--- config.mk ---
export PLATFORM = sky130hd
export DESIGN_NAME = liu_irq_pulse_ctrl
export DESIGN_NICKNAME = d
export VERILOG_FILES = /design/src/liu_irq_cell.v /design/src/liu_irq_pulse_ctrl.v
export VERILOG_INCLUDE_DIRS = /design/src
export SDC_FILE = /design/constraint.sdc
export NUM_CORES = 1
export LEC_CHECK = 0
export BUFFER_PORTS_ARGS = -buffer_cell sky130_fd_sc_hd__buf_2
export CAP_MARGIN = 20
export CORE_MARGIN = 4
export CORE_UTILIZATION = 41
export DETAILED_ROUTE_END_ITERATION = 10
export PLACE_DENSITY_LB_ADDON = 0.1
export RECOVER_POWER = 25
export SLEW_MARGIN = 0
export SYNTH_ARGS = -nofsm -noshare
export SYNTH_HDL_FRONTEND = slang
export SYNTH_SLANG_ARGS = --single-unit
export TNS_END_PERCENT = 100
--- constraint.sdc ---
create_clock -name clk_sys -period 1.7 [get_ports clk_sys]
set_clock_uncertainty 0.15 [all_clocks]
set_input_delay 0.17 -clock clk_sys [delete_from_list [all_inputs] [get_ports clk_sys]]
set_output_delay 0.17 -clock clk_sys [all_outputs]
set_load 0.05 [all_outputs]
--- src/liu_defines.vh ---
// register map, field widths and reset values for the interrupt and pulse source control
`ifndef LIU_DEFINES_VH
`define LIU_DEFINES_VH

// ----------------------------------------------------------------------
// register interface widths
// ----------------------------------------------------------------------
`define LIU_ADDR_W        5
`define LIU_DATA_W        8
`define LIU_CH_N          8
`define LIU_CH_W          3
`define LIU_SAMPLE_W      7
`define LIU_SUM_W         8
`define LIU_GROUP_N       4

// ----------------------------------------------------------------------
// register offsets
// ----------------------------------------------------------------------
`define LIU_LOS_STATUS    5'h04
`define LIU_DRV_STATUS    5'h05
`define LIU_LOS_IRQ_EN    5'h06
`define LIU_DRV_IRQ_EN    5'h07
`define LIU_LOS_IRQ_ST    5'h08
`define LIU_DRV_IRQ_ST    5'h09
`define LIU_AIS_STATUS    5'h13
`define LIU_AIS_IRQ_EN    5'h14
`define LIU_AIS_IRQ_ST    5'h15
`define LIU_PULSE_SRC     5'h19
`define LIU_OVF_IRQ_EN    5'h1A
`define LIU_OVF_IRQ_ST    5'h1B
`define LIU_RESERVED_BITS_A        5'h1C
`define LIU_RESERVED_BITS_B        5'h1D
`define LIU_TREC_EN       5'h1E
`define LIU_RESERVED_BITS_C        5'h1F

// ----------------------------------------------------------------------
// group indices of the interrupt cells
// ----------------------------------------------------------------------
`define LIU_GRP_LOS       0
`define LIU_GRP_DRV       1
`define LIU_GRP_AIS       2
`define LIU_GRP_OVF       3

// ----------------------------------------------------------------------
// reset values
// ----------------------------------------------------------------------
`define LIU_REG_RESET     8'h00
`define LIU_BIT_RESET     1'b0
`define LIU_IRQ_IDLE      1'b1
// seed of the one-hot channel decode
`define LIU_CH_ONE        8'h01

`endif

--- src/liu_irq_cell.v ---
// one interrupt group: enable mask, change detector and clear-on-read status
`timescale 1ns/1ps
`include "liu_defines.vh"

module liu_irq_cell (
   input  wire                      clk_sys,
   input  wire                      reset_n,
   input  wire [`LIU_DATA_W-1:0]    live_status,
   input  wire                      enable_wr,
   input  wire [`LIU_DATA_W-1:0]    wr_data,
   input  wire                      status_rd,
   output reg  [`LIU_DATA_W-1:0]    enable,
   output reg  [`LIU_DATA_W-1:0]    pending
);

   reg  [`LIU_DATA_W-1:0] live_prev;
   wire [`LIU_DATA_W-1:0] changed;
   wire [`LIU_DATA_W-1:0] next_pending;

   // ----------------------------------------------------------------------
   // change detection
   // ----------------------------------------------------------------------
   // a masked bit never enters the pending set, so the live value stays untouched
   assign changed      = (live_status ^ live_prev) & enable;
   // a change in the same cycle as the clearing read survives it
   assign next_pending = (status_rd ? `LIU_REG_RESET : pending) | changed;

   // enable mask, previous live value and sticky pending bits
   always @(posedge clk_sys) begin
      if (!reset_n) begin
         enable    <= `LIU_REG_RESET;
         pending   <= `LIU_REG_RESET;
         live_prev <= `LIU_REG_RESET;
      end else begin
         if (enable_wr) begin
            enable <= wr_data;
         end
         pending   <= next_pending;
         live_prev <= live_status;
      end
   end

endmodule // liu_irq_cell

--- src/liu_irq_pulse_ctrl.v ---
// per-channel pulse source, timing recovery, overflow check and interrupt aggregation
//
// What this block does
// - bit one selects custom waveform pulse
// - bit zero selects fixed rom pulse
// - reset clears control and status registers
// - overflow enable gates its own channel
// - flag overflow when sample sums exceed range
// - overflow status bit records channel change
// - reading interrupt status clears pending interrupt
// - bit one makes channel timing recovery
// - live status registers ignore host writes
// - enabled status change asserts interrupt pin
// - disabled enable bit never causes interrupt
// - masking leaves live status value untouched
// - interrupt status flags per-channel status change
// - samples are seven-bit two's complement values
`timescale 1ns/1ps
`include "liu_defines.vh"

module liu_irq_pulse_ctrl (
   input  wire                      clk_sys,
   input  wire                      reset_n,
   // host register port
   input  wire [`LIU_ADDR_W-1:0]    host_addr,
   input  wire [`LIU_DATA_W-1:0]    host_wr_data,
   input  wire                      host_wr,
   input  wire                      host_rd,
   output reg  [`LIU_DATA_W-1:0]    host_rd_data,
   output reg                       host_rd_valid,
   // live channel conditions
   input  wire [`LIU_CH_N-1:0]      loss_of_signal,
   input  wire [`LIU_CH_N-1:0]      driver_failure_monitor,
   input  wire [`LIU_CH_N-1:0]      alarm_indication_signal,
   // waveform sample pairs scanned by the custom waveform generator
   input  wire                      sample_valid,
   input  wire [`LIU_CH_W-1:0]      sample_channel,
   input  wire                      sample_first,
   input  wire                      sample_last,
   input  wire [`LIU_SAMPLE_W-1:0]  first_unit_interval,
   input  wire [`LIU_SAMPLE_W-1:0]  second_unit_interval,
   // channel controls
   output reg  [`LIU_CH_N-1:0]      pulse_source_custom,
   output reg  [`LIU_CH_N-1:0]      timing_recovery_mode,
   output reg  [`LIU_CH_N-1:0]      waveform_overflow,
   output reg                       irq_n
);

   // ----------------------------------------------------------------------
   // register map
   // ----------------------------------------------------------------------
   // all registers are eight bits wide
   // 04h loss of signal status, read only
   // 05h driver failure status, read only
   // 06h loss of signal interrupt enable
   // 07h driver failure interrupt enable
   // 08h loss of signal interrupt status
   // 09h driver failure interrupt status
   // 13h alarm status, read only
   // 14h alarm interrupt enable
   // 15h alarm interrupt status
   // 19h pulse source, 1 custom, 0 rom
   // 1ah overflow interrupt enable
   // 1bh overflow interrupt status
   // 1ch, 1dh and 1fh reserved, read zero
   // 1eh timing recovery enable
   // unmapped offsets read zero

   // ----------------------------------------------------------------------
   // operating notes
   // ----------------------------------------------------------------------
   // strobes are taken at the edge that sees them high
   // read data and valid follow that edge by one cycle
   // read data holds until the next read
   // read and write latency do not depend on the offset
   // channel controls follow a write by two edges
   // a live change sets pending at the next edge
   // the pin falls one edge after pending sets
   // the pin rises one edge after the clearing read
   // a scan verdict lands at the edge of its last pair
   // reset clears every register, the pin idles high
   // live inputs high at release raise nothing
   // a read clears every pending bit of its group
   // a change in the cycle of that read stays pending
   // a masked change is dropped, not held for later
   // a new enable does not report older changes
   // enable and status of one group share a cell
   // scans of two channels must not interleave
   // a scan of one pair has first and last high
   // sample inputs are ignored without valid
   // live conditions must already be on this clock
   // write and read strobes are never raised together
   // status and reserved writes are dropped
   // the pin is a registered level, never a pulse
   // overflow status is sticky and clears on read, like the other groups
   // offsets are hexadecimal
   // bit n of every register is channel n

   // ----------------------------------------------------------------------
   // declarations
   // ----------------------------------------------------------------------
   reg  [`LIU_DATA_W-1:0]                pulse_source_select;
   reg  [`LIU_DATA_W-1:0]                timing_recovery_enable;
   reg                                   scan_overflow;
   reg  [`LIU_DATA_W-1:0]                next_rd_data;
   reg  [`LIU_GROUP_N-1:0]               grp_enable_wr;
   reg  [`LIU_GROUP_N-1:0]               grp_status_rd;
   wire [`LIU_SUM_W-1:0]                 sample_sum;
   wire                                  sample_overflow;
   wire                                  scan_hit;
   wire [`LIU_GROUP_N*`LIU_DATA_W-1:0]   grp_live;
   wire [`LIU_GROUP_N*`LIU_DATA_W-1:0]   grp_enable;
   wire [`LIU_GROUP_N*`LIU_DATA_W-1:0]   grp_pending;
   wire                                  any_pending;
   wire [`LIU_CH_N-1:0]                  scan_commit;
   wire [`LIU_CH_N-1:0]                  next_overflow;
   wire [`LIU_GROUP_N-1:0]               grp_active;
   wire [`LIU_DATA_W-1:0]                los_enable;
   wire [`LIU_DATA_W-1:0]                drv_enable;
   wire [`LIU_DATA_W-1:0]                ais_enable;
   wire [`LIU_DATA_W-1:0]                ovf_enable;
   wire [`LIU_DATA_W-1:0]                los_pending;
   wire [`LIU_DATA_W-1:0]                drv_pending;
   wire [`LIU_DATA_W-1:0]                ais_pending;
   wire [`LIU_DATA_W-1:0]                ovf_pending;

   // ----------------------------------------------------------------------
   // host write decode for the plain control registers
   // ----------------------------------------------------------------------
   // reserved and live status offsets have no write target here
   always @(posedge clk_sys) begin
      if (!reset_n) begin
         pulse_source_select    <= `LIU_REG_RESET;
         timing_recovery_enable <= `LIU_REG_RESET;
      end else if (host_wr) begin
         case (host_addr)
            `LIU_PULSE_SRC: begin
               pulse_source_select <= host_wr_data;
            end
            `LIU_TREC_EN: begin
               timing_recovery_enable <= host_wr_data;
            end
            default: begin
               // status, reserved and unmapped writes are dropped
            end
         endcase
      end
   end

   // ----------------------------------------------------------------------
   // channel controls
   // ----------------------------------------------------------------------
   // registered copies keep the datapath controls glitch free
   always @(posedge clk_sys) begin
      if (!reset_n) begin
         pulse_source_custom  <= `LIU_REG_RESET;
         timing_recovery_mode <= `LIU_REG_RESET;
      end else begin
         pulse_source_custom  <= pulse_source_select;      // 1 custom, 0 rom
         timing_recovery_mode <= timing_recovery_enable;   // stand-alone recovery
      end
   end

   // ----------------------------------------------------------------------
   // waveform overflow check
   // ----------------------------------------------------------------------
   // sign extend both seven-bit samples so the eighth bit catches the carry
   assign sample_sum = {first_unit_interval[`LIU_SAMPLE_W-1], first_unit_interval}
                     + {second_unit_interval[`LIU_SAMPLE_W-1], second_unit_interval};
   // result outside 40h..3Fh when the two top bits disagree
   assign sample_overflow = sample_sum[`LIU_SUM_W-1] ^ sample_sum[`LIU_SUM_W-2];
   // the first pair of a scan restarts the accumulated verdict
   assign scan_hit = sample_overflow | (scan_overflow & ~sample_first);

   // one-hot of the channel whose scan ends at this pair
   assign scan_commit = (sample_valid & sample_last) ? (`LIU_CH_ONE << sample_channel)
                                                     : `LIU_REG_RESET;

   // one slice per channel; only the scanned channel takes the verdict
   genvar c;
   generate
      for (c = 0; c < `LIU_CH_N; c = c + 1) begin : g_chan
         assign next_overflow[c] = scan_commit[c] ? scan_hit : waveform_overflow[c];
      end
   endgenerate

   // one scan runs at a time; a verdict stands until its channel is scanned again
   always @(posedge clk_sys) begin
      if (!reset_n) begin
         scan_overflow     <= `LIU_BIT_RESET;
         waveform_overflow <= `LIU_REG_RESET;
      end else begin
         if (sample_valid) begin
            scan_overflow <= scan_hit;
         end
         waveform_overflow <= next_overflow;
      end
   end

   // ----------------------------------------------------------------------
   // interrupt groups
   // ----------------------------------------------------------------------
   assign grp_live = {waveform_overflow, alarm_indication_signal,
                      driver_failure_monitor, loss_of_signal};

   // enable writes and clearing reads per group
   always @* begin
      grp_enable_wr = {`LIU_GROUP_N{1'b0}};
      grp_status_rd = {`LIU_GROUP_N{1'b0}};
      grp_enable_wr[`LIU_GRP_LOS] = host_wr & (host_addr == `LIU_LOS_IRQ_EN);
      grp_enable_wr[`LIU_GRP_DRV] = host_wr & (host_addr == `LIU_DRV_IRQ_EN);
      grp_enable_wr[`LIU_GRP_AIS] = host_wr & (host_addr == `LIU_AIS_IRQ_EN);
      grp_enable_wr[`LIU_GRP_OVF] = host_wr & (host_addr == `LIU_OVF_IRQ_EN);
      grp_status_rd[`LIU_GRP_LOS] = host_rd & (host_addr == `LIU_LOS_IRQ_ST);
      grp_status_rd[`LIU_GRP_DRV] = host_rd & (host_addr == `LIU_DRV_IRQ_ST);
      grp_status_rd[`LIU_GRP_AIS] = host_rd & (host_addr == `LIU_AIS_IRQ_ST);
      grp_status_rd[`LIU_GRP_OVF] = host_rd & (host_addr == `LIU_OVF_IRQ_ST);
   end

   // one cell per group: loss of signal, driver failure, alarm, overflow
   genvar g;
   generate
      for (g = 0; g < `LIU_GROUP_N; g = g + 1) begin : g_irq
         liu_irq_cell u_cell (
            .clk_sys     (clk_sys),
            .reset_n     (reset_n),
            .live_status (grp_live[g*`LIU_DATA_W +: `LIU_DATA_W]),
            .enable_wr   (grp_enable_wr[g]),
            .wr_data     (host_wr_data),
            .status_rd   (grp_status_rd[g]),
            .enable      (grp_enable[g*`LIU_DATA_W +: `LIU_DATA_W]),
            .pending     (grp_pending[g*`LIU_DATA_W +: `LIU_DATA_W])
         );
         assign grp_active[g] = |grp_pending[g*`LIU_DATA_W +: `LIU_DATA_W];
      end
   endgenerate

   // ----------------------------------------------------------------------
   // group views
   // ----------------------------------------------------------------------
   // named slices of the packed group buses, so the read mux reads as a table
   assign los_enable  = grp_enable[`LIU_GRP_LOS*`LIU_DATA_W +: `LIU_DATA_W];
   assign drv_enable  = grp_enable[`LIU_GRP_DRV*`LIU_DATA_W +: `LIU_DATA_W];
   assign ais_enable  = grp_enable[`LIU_GRP_AIS*`LIU_DATA_W +: `LIU_DATA_W];
   assign ovf_enable  = grp_enable[`LIU_GRP_OVF*`LIU_DATA_W +: `LIU_DATA_W];
   assign los_pending = grp_pending[`LIU_GRP_LOS*`LIU_DATA_W +: `LIU_DATA_W];
   assign drv_pending = grp_pending[`LIU_GRP_DRV*`LIU_DATA_W +: `LIU_DATA_W];
   assign ais_pending = grp_pending[`LIU_GRP_AIS*`LIU_DATA_W +: `LIU_DATA_W];
   assign ovf_pending = grp_pending[`LIU_GRP_OVF*`LIU_DATA_W +: `LIU_DATA_W];

   // pending bits only ever enter when enabled, so any set bit holds the pin
   assign any_pending = |grp_active;

   // interrupt pin, registered; released one edge after the last clear
   always @(posedge clk_sys) begin
      if (!reset_n) begin
         irq_n <= `LIU_IRQ_IDLE;
      end else begin
         irq_n <= ~any_pending;
      end
   end

   // ----------------------------------------------------------------------
   // host read mux
   // ----------------------------------------------------------------------
   // the pending value shown is the one before this read clears it
   always @* begin
      next_rd_data = `LIU_REG_RESET;
      case (host_addr)
         `LIU_LOS_STATUS: next_rd_data = loss_of_signal;
         `LIU_DRV_STATUS: next_rd_data = driver_failure_monitor;
         `LIU_AIS_STATUS: next_rd_data = alarm_indication_signal;
         `LIU_LOS_IRQ_EN: next_rd_data = los_enable;
         `LIU_DRV_IRQ_EN: next_rd_data = drv_enable;
         `LIU_AIS_IRQ_EN: next_rd_data = ais_enable;
         `LIU_OVF_IRQ_EN: next_rd_data = ovf_enable;
         `LIU_LOS_IRQ_ST: next_rd_data = los_pending;
         `LIU_DRV_IRQ_ST: next_rd_data = drv_pending;
         `LIU_AIS_IRQ_ST: next_rd_data = ais_pending;
         `LIU_OVF_IRQ_ST: next_rd_data = ovf_pending;
         `LIU_PULSE_SRC:  next_rd_data = pulse_source_select;
         `LIU_TREC_EN:    next_rd_data = timing_recovery_enable;
         `LIU_RESERVED_BITS_A:     next_rd_data = `LIU_REG_RESET;
         `LIU_RESERVED_BITS_B:     next_rd_data = `LIU_REG_RESET;
         `LIU_RESERVED_BITS_C:     next_rd_data = `LIU_REG_RESET;
         default:         next_rd_data = `LIU_REG_RESET;
      endcase
   end

   // read data register; valid pulses one cycle after the read strobe
   always @(posedge clk_sys) begin
      if (!reset_n) begin
         host_rd_data  <= `LIU_REG_RESET;
         host_rd_valid <= `LIU_BIT_RESET;
      end else begin
         host_rd_valid <= host_rd;
         if (host_rd) begin
            host_rd_data <= next_rd_data;
         end
      end
   end

endmodule // liu_irq_pulse_ctrl

# Yosys cells after proc, flatten, opt, wreduce, memory -nomap -nowiden
# Index checks and enable logic that the tools add are counted.
[op_classes]
add_sub_neg = 1
n_eq_ne = 13
shift = 1
n_mux = 6
bitwise = 26
n_reduce_logical = 3
[op_table]
columns = ["op", "count"]
rows = [
  ["one-hot mux 8 bit (13 select lines)", 1],
  ["2-to-1 mux 8 bit", 5],
  ["== test 5 bit (second input constant)", 7],
  ["AND 8 bit", 4],
  ["OR 8 bit", 4],
  ["OR reduction 32 bit", 1],
  ["bitwise XOR 8 bit", 4],
  ["== test 5 x 3 -> 1 bit (second input constant)", 4],
  ["AND 1 bit", 10],
  ["== test 5 x 4 -> 1 bit (second input constant)", 2],
  ["adder 7 x 7 -> 8 bit", 1],
  ["<< shifter 1 x 3 -> 8 bit (first input constant)", 1],
  ["AND reduction 2 bit", 2],
  ["NOT 1 bit", 2],
  ["OR 1 bit", 1],
  ["bitwise XOR 1 bit", 1],
]
[totals]
regBits = 147
inputBits = 61
output_inout_bits = 34
word_cells = 78

# Longest topological paths before layout
[logic_depth]
depth_word = 4
ltp_mapped = 8
mapped_depth_nobuf = 6

# Modules after synthesis
# A second synthesis with hierarchy kept.
[hier_totals]
cells_unflattened = 658
hier_area_um2 = 6391.1
[modules_own_cells]
columns = ["module", "instances", "cells_each", "area_per_inst_um2", "seq_area_each_um2"]
rows = [
  ["liu_irq_cell", 4, 84, 885.8, 480.5],
  ["liu_irq_pulse_ctrl", 1, 322, 2847.7, 1021.0],
]

# Worst setup path after synthesis
# No wires, ideal clock.
[synth_timing]
kind = "in2reg"
from = "input port first_unit_interval[4]"
to = "register scan_overflow"
setup_ps = 138
t_arrival_ps = 1483
required_ps = 1412
path_slack_ps = -71
stages = 6
n_path_buf = 0
path_cell_list = "ha_1 > a21o_1 > a21oi_1 > a211oi_1 > a311oi_2 > a21oi_1"
[synth_via]
elab_chain_cells = 3
[synth_lines]
columns = ["item", "line_no", "source"]
rows = [
  ["from (decl)", "liu_irq_pulse_ctrl.v:40", "input wire [`LIU_SAMPLE_W-1:0] first_unit_interval,"],
  ["adder 7 x 7 -> 8 bit", "liu_irq_pulse_ctrl.v:168", "assign sample_sum = {first_unit_interval[`LIU_SAMPLE_W-1], first_unit_interval}"],
  ["bitwise XOR 1 bit", "liu_irq_pulse_ctrl.v:171", "assign sample_overflow = sample_sum[`LIU_SUM_W-1] ^ sample_sum[`LIU_SUM_W-2];"],
  ["OR 1 bit", "liu_irq_pulse_ctrl.v:173", "assign scan_hit = sample_overflow | (scan_overflow & ~sample_first);"],
  ["to (signal assigned)", "liu_irq_pulse_ctrl.v:190", "scan_overflow <= `LIU_BIT_RESET;"],
  ["to (signal assigned)", "liu_irq_pulse_ctrl.v:194", "scan_overflow <= scan_hit;"],
  ["to (decl)", "liu_irq_pulse_ctrl.v:104", "reg scan_overflow;"],
]
# Every way passes these cells.
# A chain may end at the register's enable or synchronous reset.

# Worst setup path in the final report
[layout_timing]
from = "input port sample_valid"
to = "register waveform_overflow[0]"
[layout_via]
elab_chain_cells = 2
[layout_lines]
columns = ["item", "line_no", "source"]
rows = [
  ["from (decl)", "liu_irq_pulse_ctrl.v:36", "input wire sample_valid,"],
  ["AND 1 bit", "liu_irq_pulse_ctrl.v:176", "assign scan_commit = (sample_valid & sample_last) ? (`LIU_CH_ONE << sample_channel)"],
  ["2-to-1 mux 8 bit (no line)", "--", ""],
  ["to (signal assigned)", "liu_irq_pulse_ctrl.v:191", "waveform_overflow <= `LIU_REG_RESET;"],
  ["to (signal assigned)", "liu_irq_pulse_ctrl.v:196", "waveform_overflow <= next_overflow;"],
  ["to (decl)", "liu_irq_pulse_ctrl.v:45", "output reg [`LIU_CH_N-1:0] waveform_overflow,"],
]
# Every way passes these cells.

==> results.yml <==
detailed_routing:
  drtAntennaViolNets: 0
  viasPerCell: 5.46
  wl_per_cell_um: 21.1
  drtIter0Drc: 354
  vias: 5592
  drc: 0
  first_pass_iters: 5
  wirelength_mm: 21.6
global_routing:
  use_met3_pct: 7.00
  grt_max_degree: 100
  grt_pass1_wl_mm: 33.1
  grtUsageMet2_pct: 38.6
  grt-busiest-layer: "met2"
  use_met1_pct: 32.6
  overflow: 0
  grt_antenna_before_repair: 2
  grt_pass1_vias: 5566
  track_usage_pct: 24.7
power_and_ir_drop:
  max-vdd-ir-drop_uv: 787
  finalPower_uw: 7960
  cellPowerDensity_nw_per_um2: 951
  p_leak_uw: 0.00350
synthesis:
  synth_most_common_cell: "dfxtp_1"
  synth_top_cell_area_share_pct: 46.4
  synth_common_cells: "dfxtp_1 (147), nor2b_1 (70), and2_1 (52)"
  yosysTopAreaCell: "dfxtp_1"
  synth_edf_count: 0
  synth_cell_types: 52
  synthTopCellsByArea: "dfxtp_1 (46%), nor2b_1 (6.9%), mux2i_1 (6.5%)"
  synthFlopType: "dfxtp_1"
  syn-num-nets: 710
  synth_cells: 643
  synth_area_per_cell_um2: 9.87
  async_flop_share_pct: 0
  ys_warn_count: 0
  syn_area_um2: 6350
  synth-seq-cells: 147
  yosysSeqAreaShare_pct: 46.4
placed_design:
  place.gp.congestion: 0.951
  portBuffers: 94
  place_ws_ns: -0.227
  placed_cells: 955
  place_area_um2: 7430
  hpwl_mm: 16.2
cells_and_area:
  finalNonFillerCells: 1024
  fin_util_pct: 55.1
  n_antenna_cell: 0
  fin_nets: 890
  area_growth_pct: 31.9
  finalInstanceArea_um2: 8370
  layout-drive-gt1-share_pct: 23.1
  fillers: 1399
clock_tree:
  cts_made_buffers: 17
  clock-sinks: 147
  clockRootBuffer: "clkbuf_16"
  cts_tree: "built"
  cts_htree_levels: 4
  clk_pin_slew_worst_paths_ns: 0.06
  cts_buffer_depth: 2
  clock_latency_ns: 0.42
  postCtsSetupRepairBufs: 0
critical_path:
  cp.arrival_ns: 1.77
  cp_slowest_stage_delay_ns: 0.56
  critical-path-top-delay-family: "buffers and inverters"
  slowest_stage: "dlygate4sd3_1"
  cp_max_fo: 4
  endpoint_kind: "flip-flop"
  critPathMostFrequentCell: "dlygate4sd3_1"
  crit_required_ns: 1.86
  worstSetupStartpointType: "input pin"
  path_cells: "dlygate4sd3_1 -> buf_2 -> nand3b_1 -> nor3_2 -> dlygate4sd3_1 -> a21oi_1"
  path_class: "input pin to flip-flop"
  crit_buf_inv: 3
timing:
  fmax_ghz: 0.623
  report.final.slew_viol_count: 0
  slew_headroom_pct: 54.5
  setup_slack_ns: 0.0937
  fin_crit_sh_pct: 94.5
  worst_slew_pin_slew_ns: 0.683
  setup_violations: 0
  rsz0062_at_grt: "false"
  hold_viol: 0
  finalCriticalPeriod_ns: 1.61
die:
  die_h_um: 132
  start_util_pct: 41.7
  die_w_um: 132
  ios: 95
  row_count: 45
  core_um2: 15200
  die-area_um2: 17500
run:
  cap_violations: 0
run_status:
  status: "finished clean"
hold_path:
  worstHoldPathType: "input pin to flip-flop"
final timing paths:
kind	slack, ns	from	cells past startpoint	end
worst max-delay path	0.09	sample_valid	6	waveform_overflow[0]
worst min-delay path	0.07	sample_last	4	waveform_overflow[6]
worst max register to register	0.13	g_irq[3].u_cell.pending[6]	6	host_rd_data[6]
worst min register to register	0.33	g_irq[1].u_cell.enable[7]	2	g_irq[1].u_cell.enable[7]
through the flow:
stage	hold slack, ns	setup TNS [ns]
2_1_floorplan	0.110	0
3_3_place_gp	0.256	-3.12
3_5_place_dp	0.260	-4.26
4_1_cts	0.0575	0
5_1_grt	0.106	0
6_report	0.0718	0
cells by family (layout without fill, tap and decap cells):
family	count (synthesis)	after routing	synth area share, %
adder cells (fa/ha/maj)	6	6	1.18
AND/OR/NAND/NOR	244	244	22.6
XOR/XNOR	32	32	4.42
multiplexers	42	42	6.64
AO/OA/AOI/OAI	132	132	15.5
buffers and inverters	40	233	3.33
flip-flops	147	147	46.4
sequential cells by signal, indices dropped and copies added (netlist names):
name / cells
g_irq.u_cell.enable: 32
g_irq.u_cell.live_prev: 32
g_irq.u_cell.pending: 32
host_rd_data: 8
pulse_source_custom: 8
pulse_source_select: 8
timing_recovery_enable: 8
timing_recovery_mode: 8
waveform_overflow: 8
host_rd_valid: 1
irq_n: 1
scan_overflow: 1
repair_timing:
action,in CTS,in global routing
endpoints found under the setup margin,0,2
hold endpoints to repair,51,0
hold buffers,37,0
resized for setup,0,2
report_power, final:
part / internal [uW] / leakage, uW / switching (uW) / total [uW]
Sequential: 3500 / 0.00119 / 35.1 / 3540
Combinational: 321 / 0.00203 / 383 / 704
Clock: 2250 / 0.000282 / 1470 / 3720
Total: 6080 / 0.00350 / 1890 / 7960
layout by cell type (no fill, tap or decap), types with 17 or more instances in the layout:
cell and instances:
nor2_1 19, buf_4 60, dfxtp_1 147, clkbuf_16 17
buf_2 79, nand2_1 43, dlygate4sd3_1 37, a22oi_1 44
and2_1 38, mux2i_1 41, xor2_1 32, nor2b_1 70
clkbuf_1 18
layout make-up:
| type | instances | area (um^2) | share of cell area (%) |
|---|---|---|---|
| clock buffers | 22 | 464 | 5.54 |
| clock inverters | 10 | 124 | 1.48 |
| inverters | 3 | 11.3 | 0.134 |
| multi-input cells | 456 | 3210 | 38.3 |
| flip-flops and latches | 147 | 2940 | 35.1 |
| well taps | 188 | 235 | 2.81 |
| repair buffers | 198 | 1390 | 16.6 |
layer usage:
metal	up-vias	routed length [um]
met4	4	612
met5	-	21
met3	48	1470
met1	2679	9660
met2	208	9810
li1	2653	-
tightest hold or removal path, cell delays in order:
cell and delay [ns]:
buf_2 0.11, nand3_1 0.14, nor2_1 0.07, a21oi_1 0.12
No activity file was read; power rests on OpenSTA's default activity.
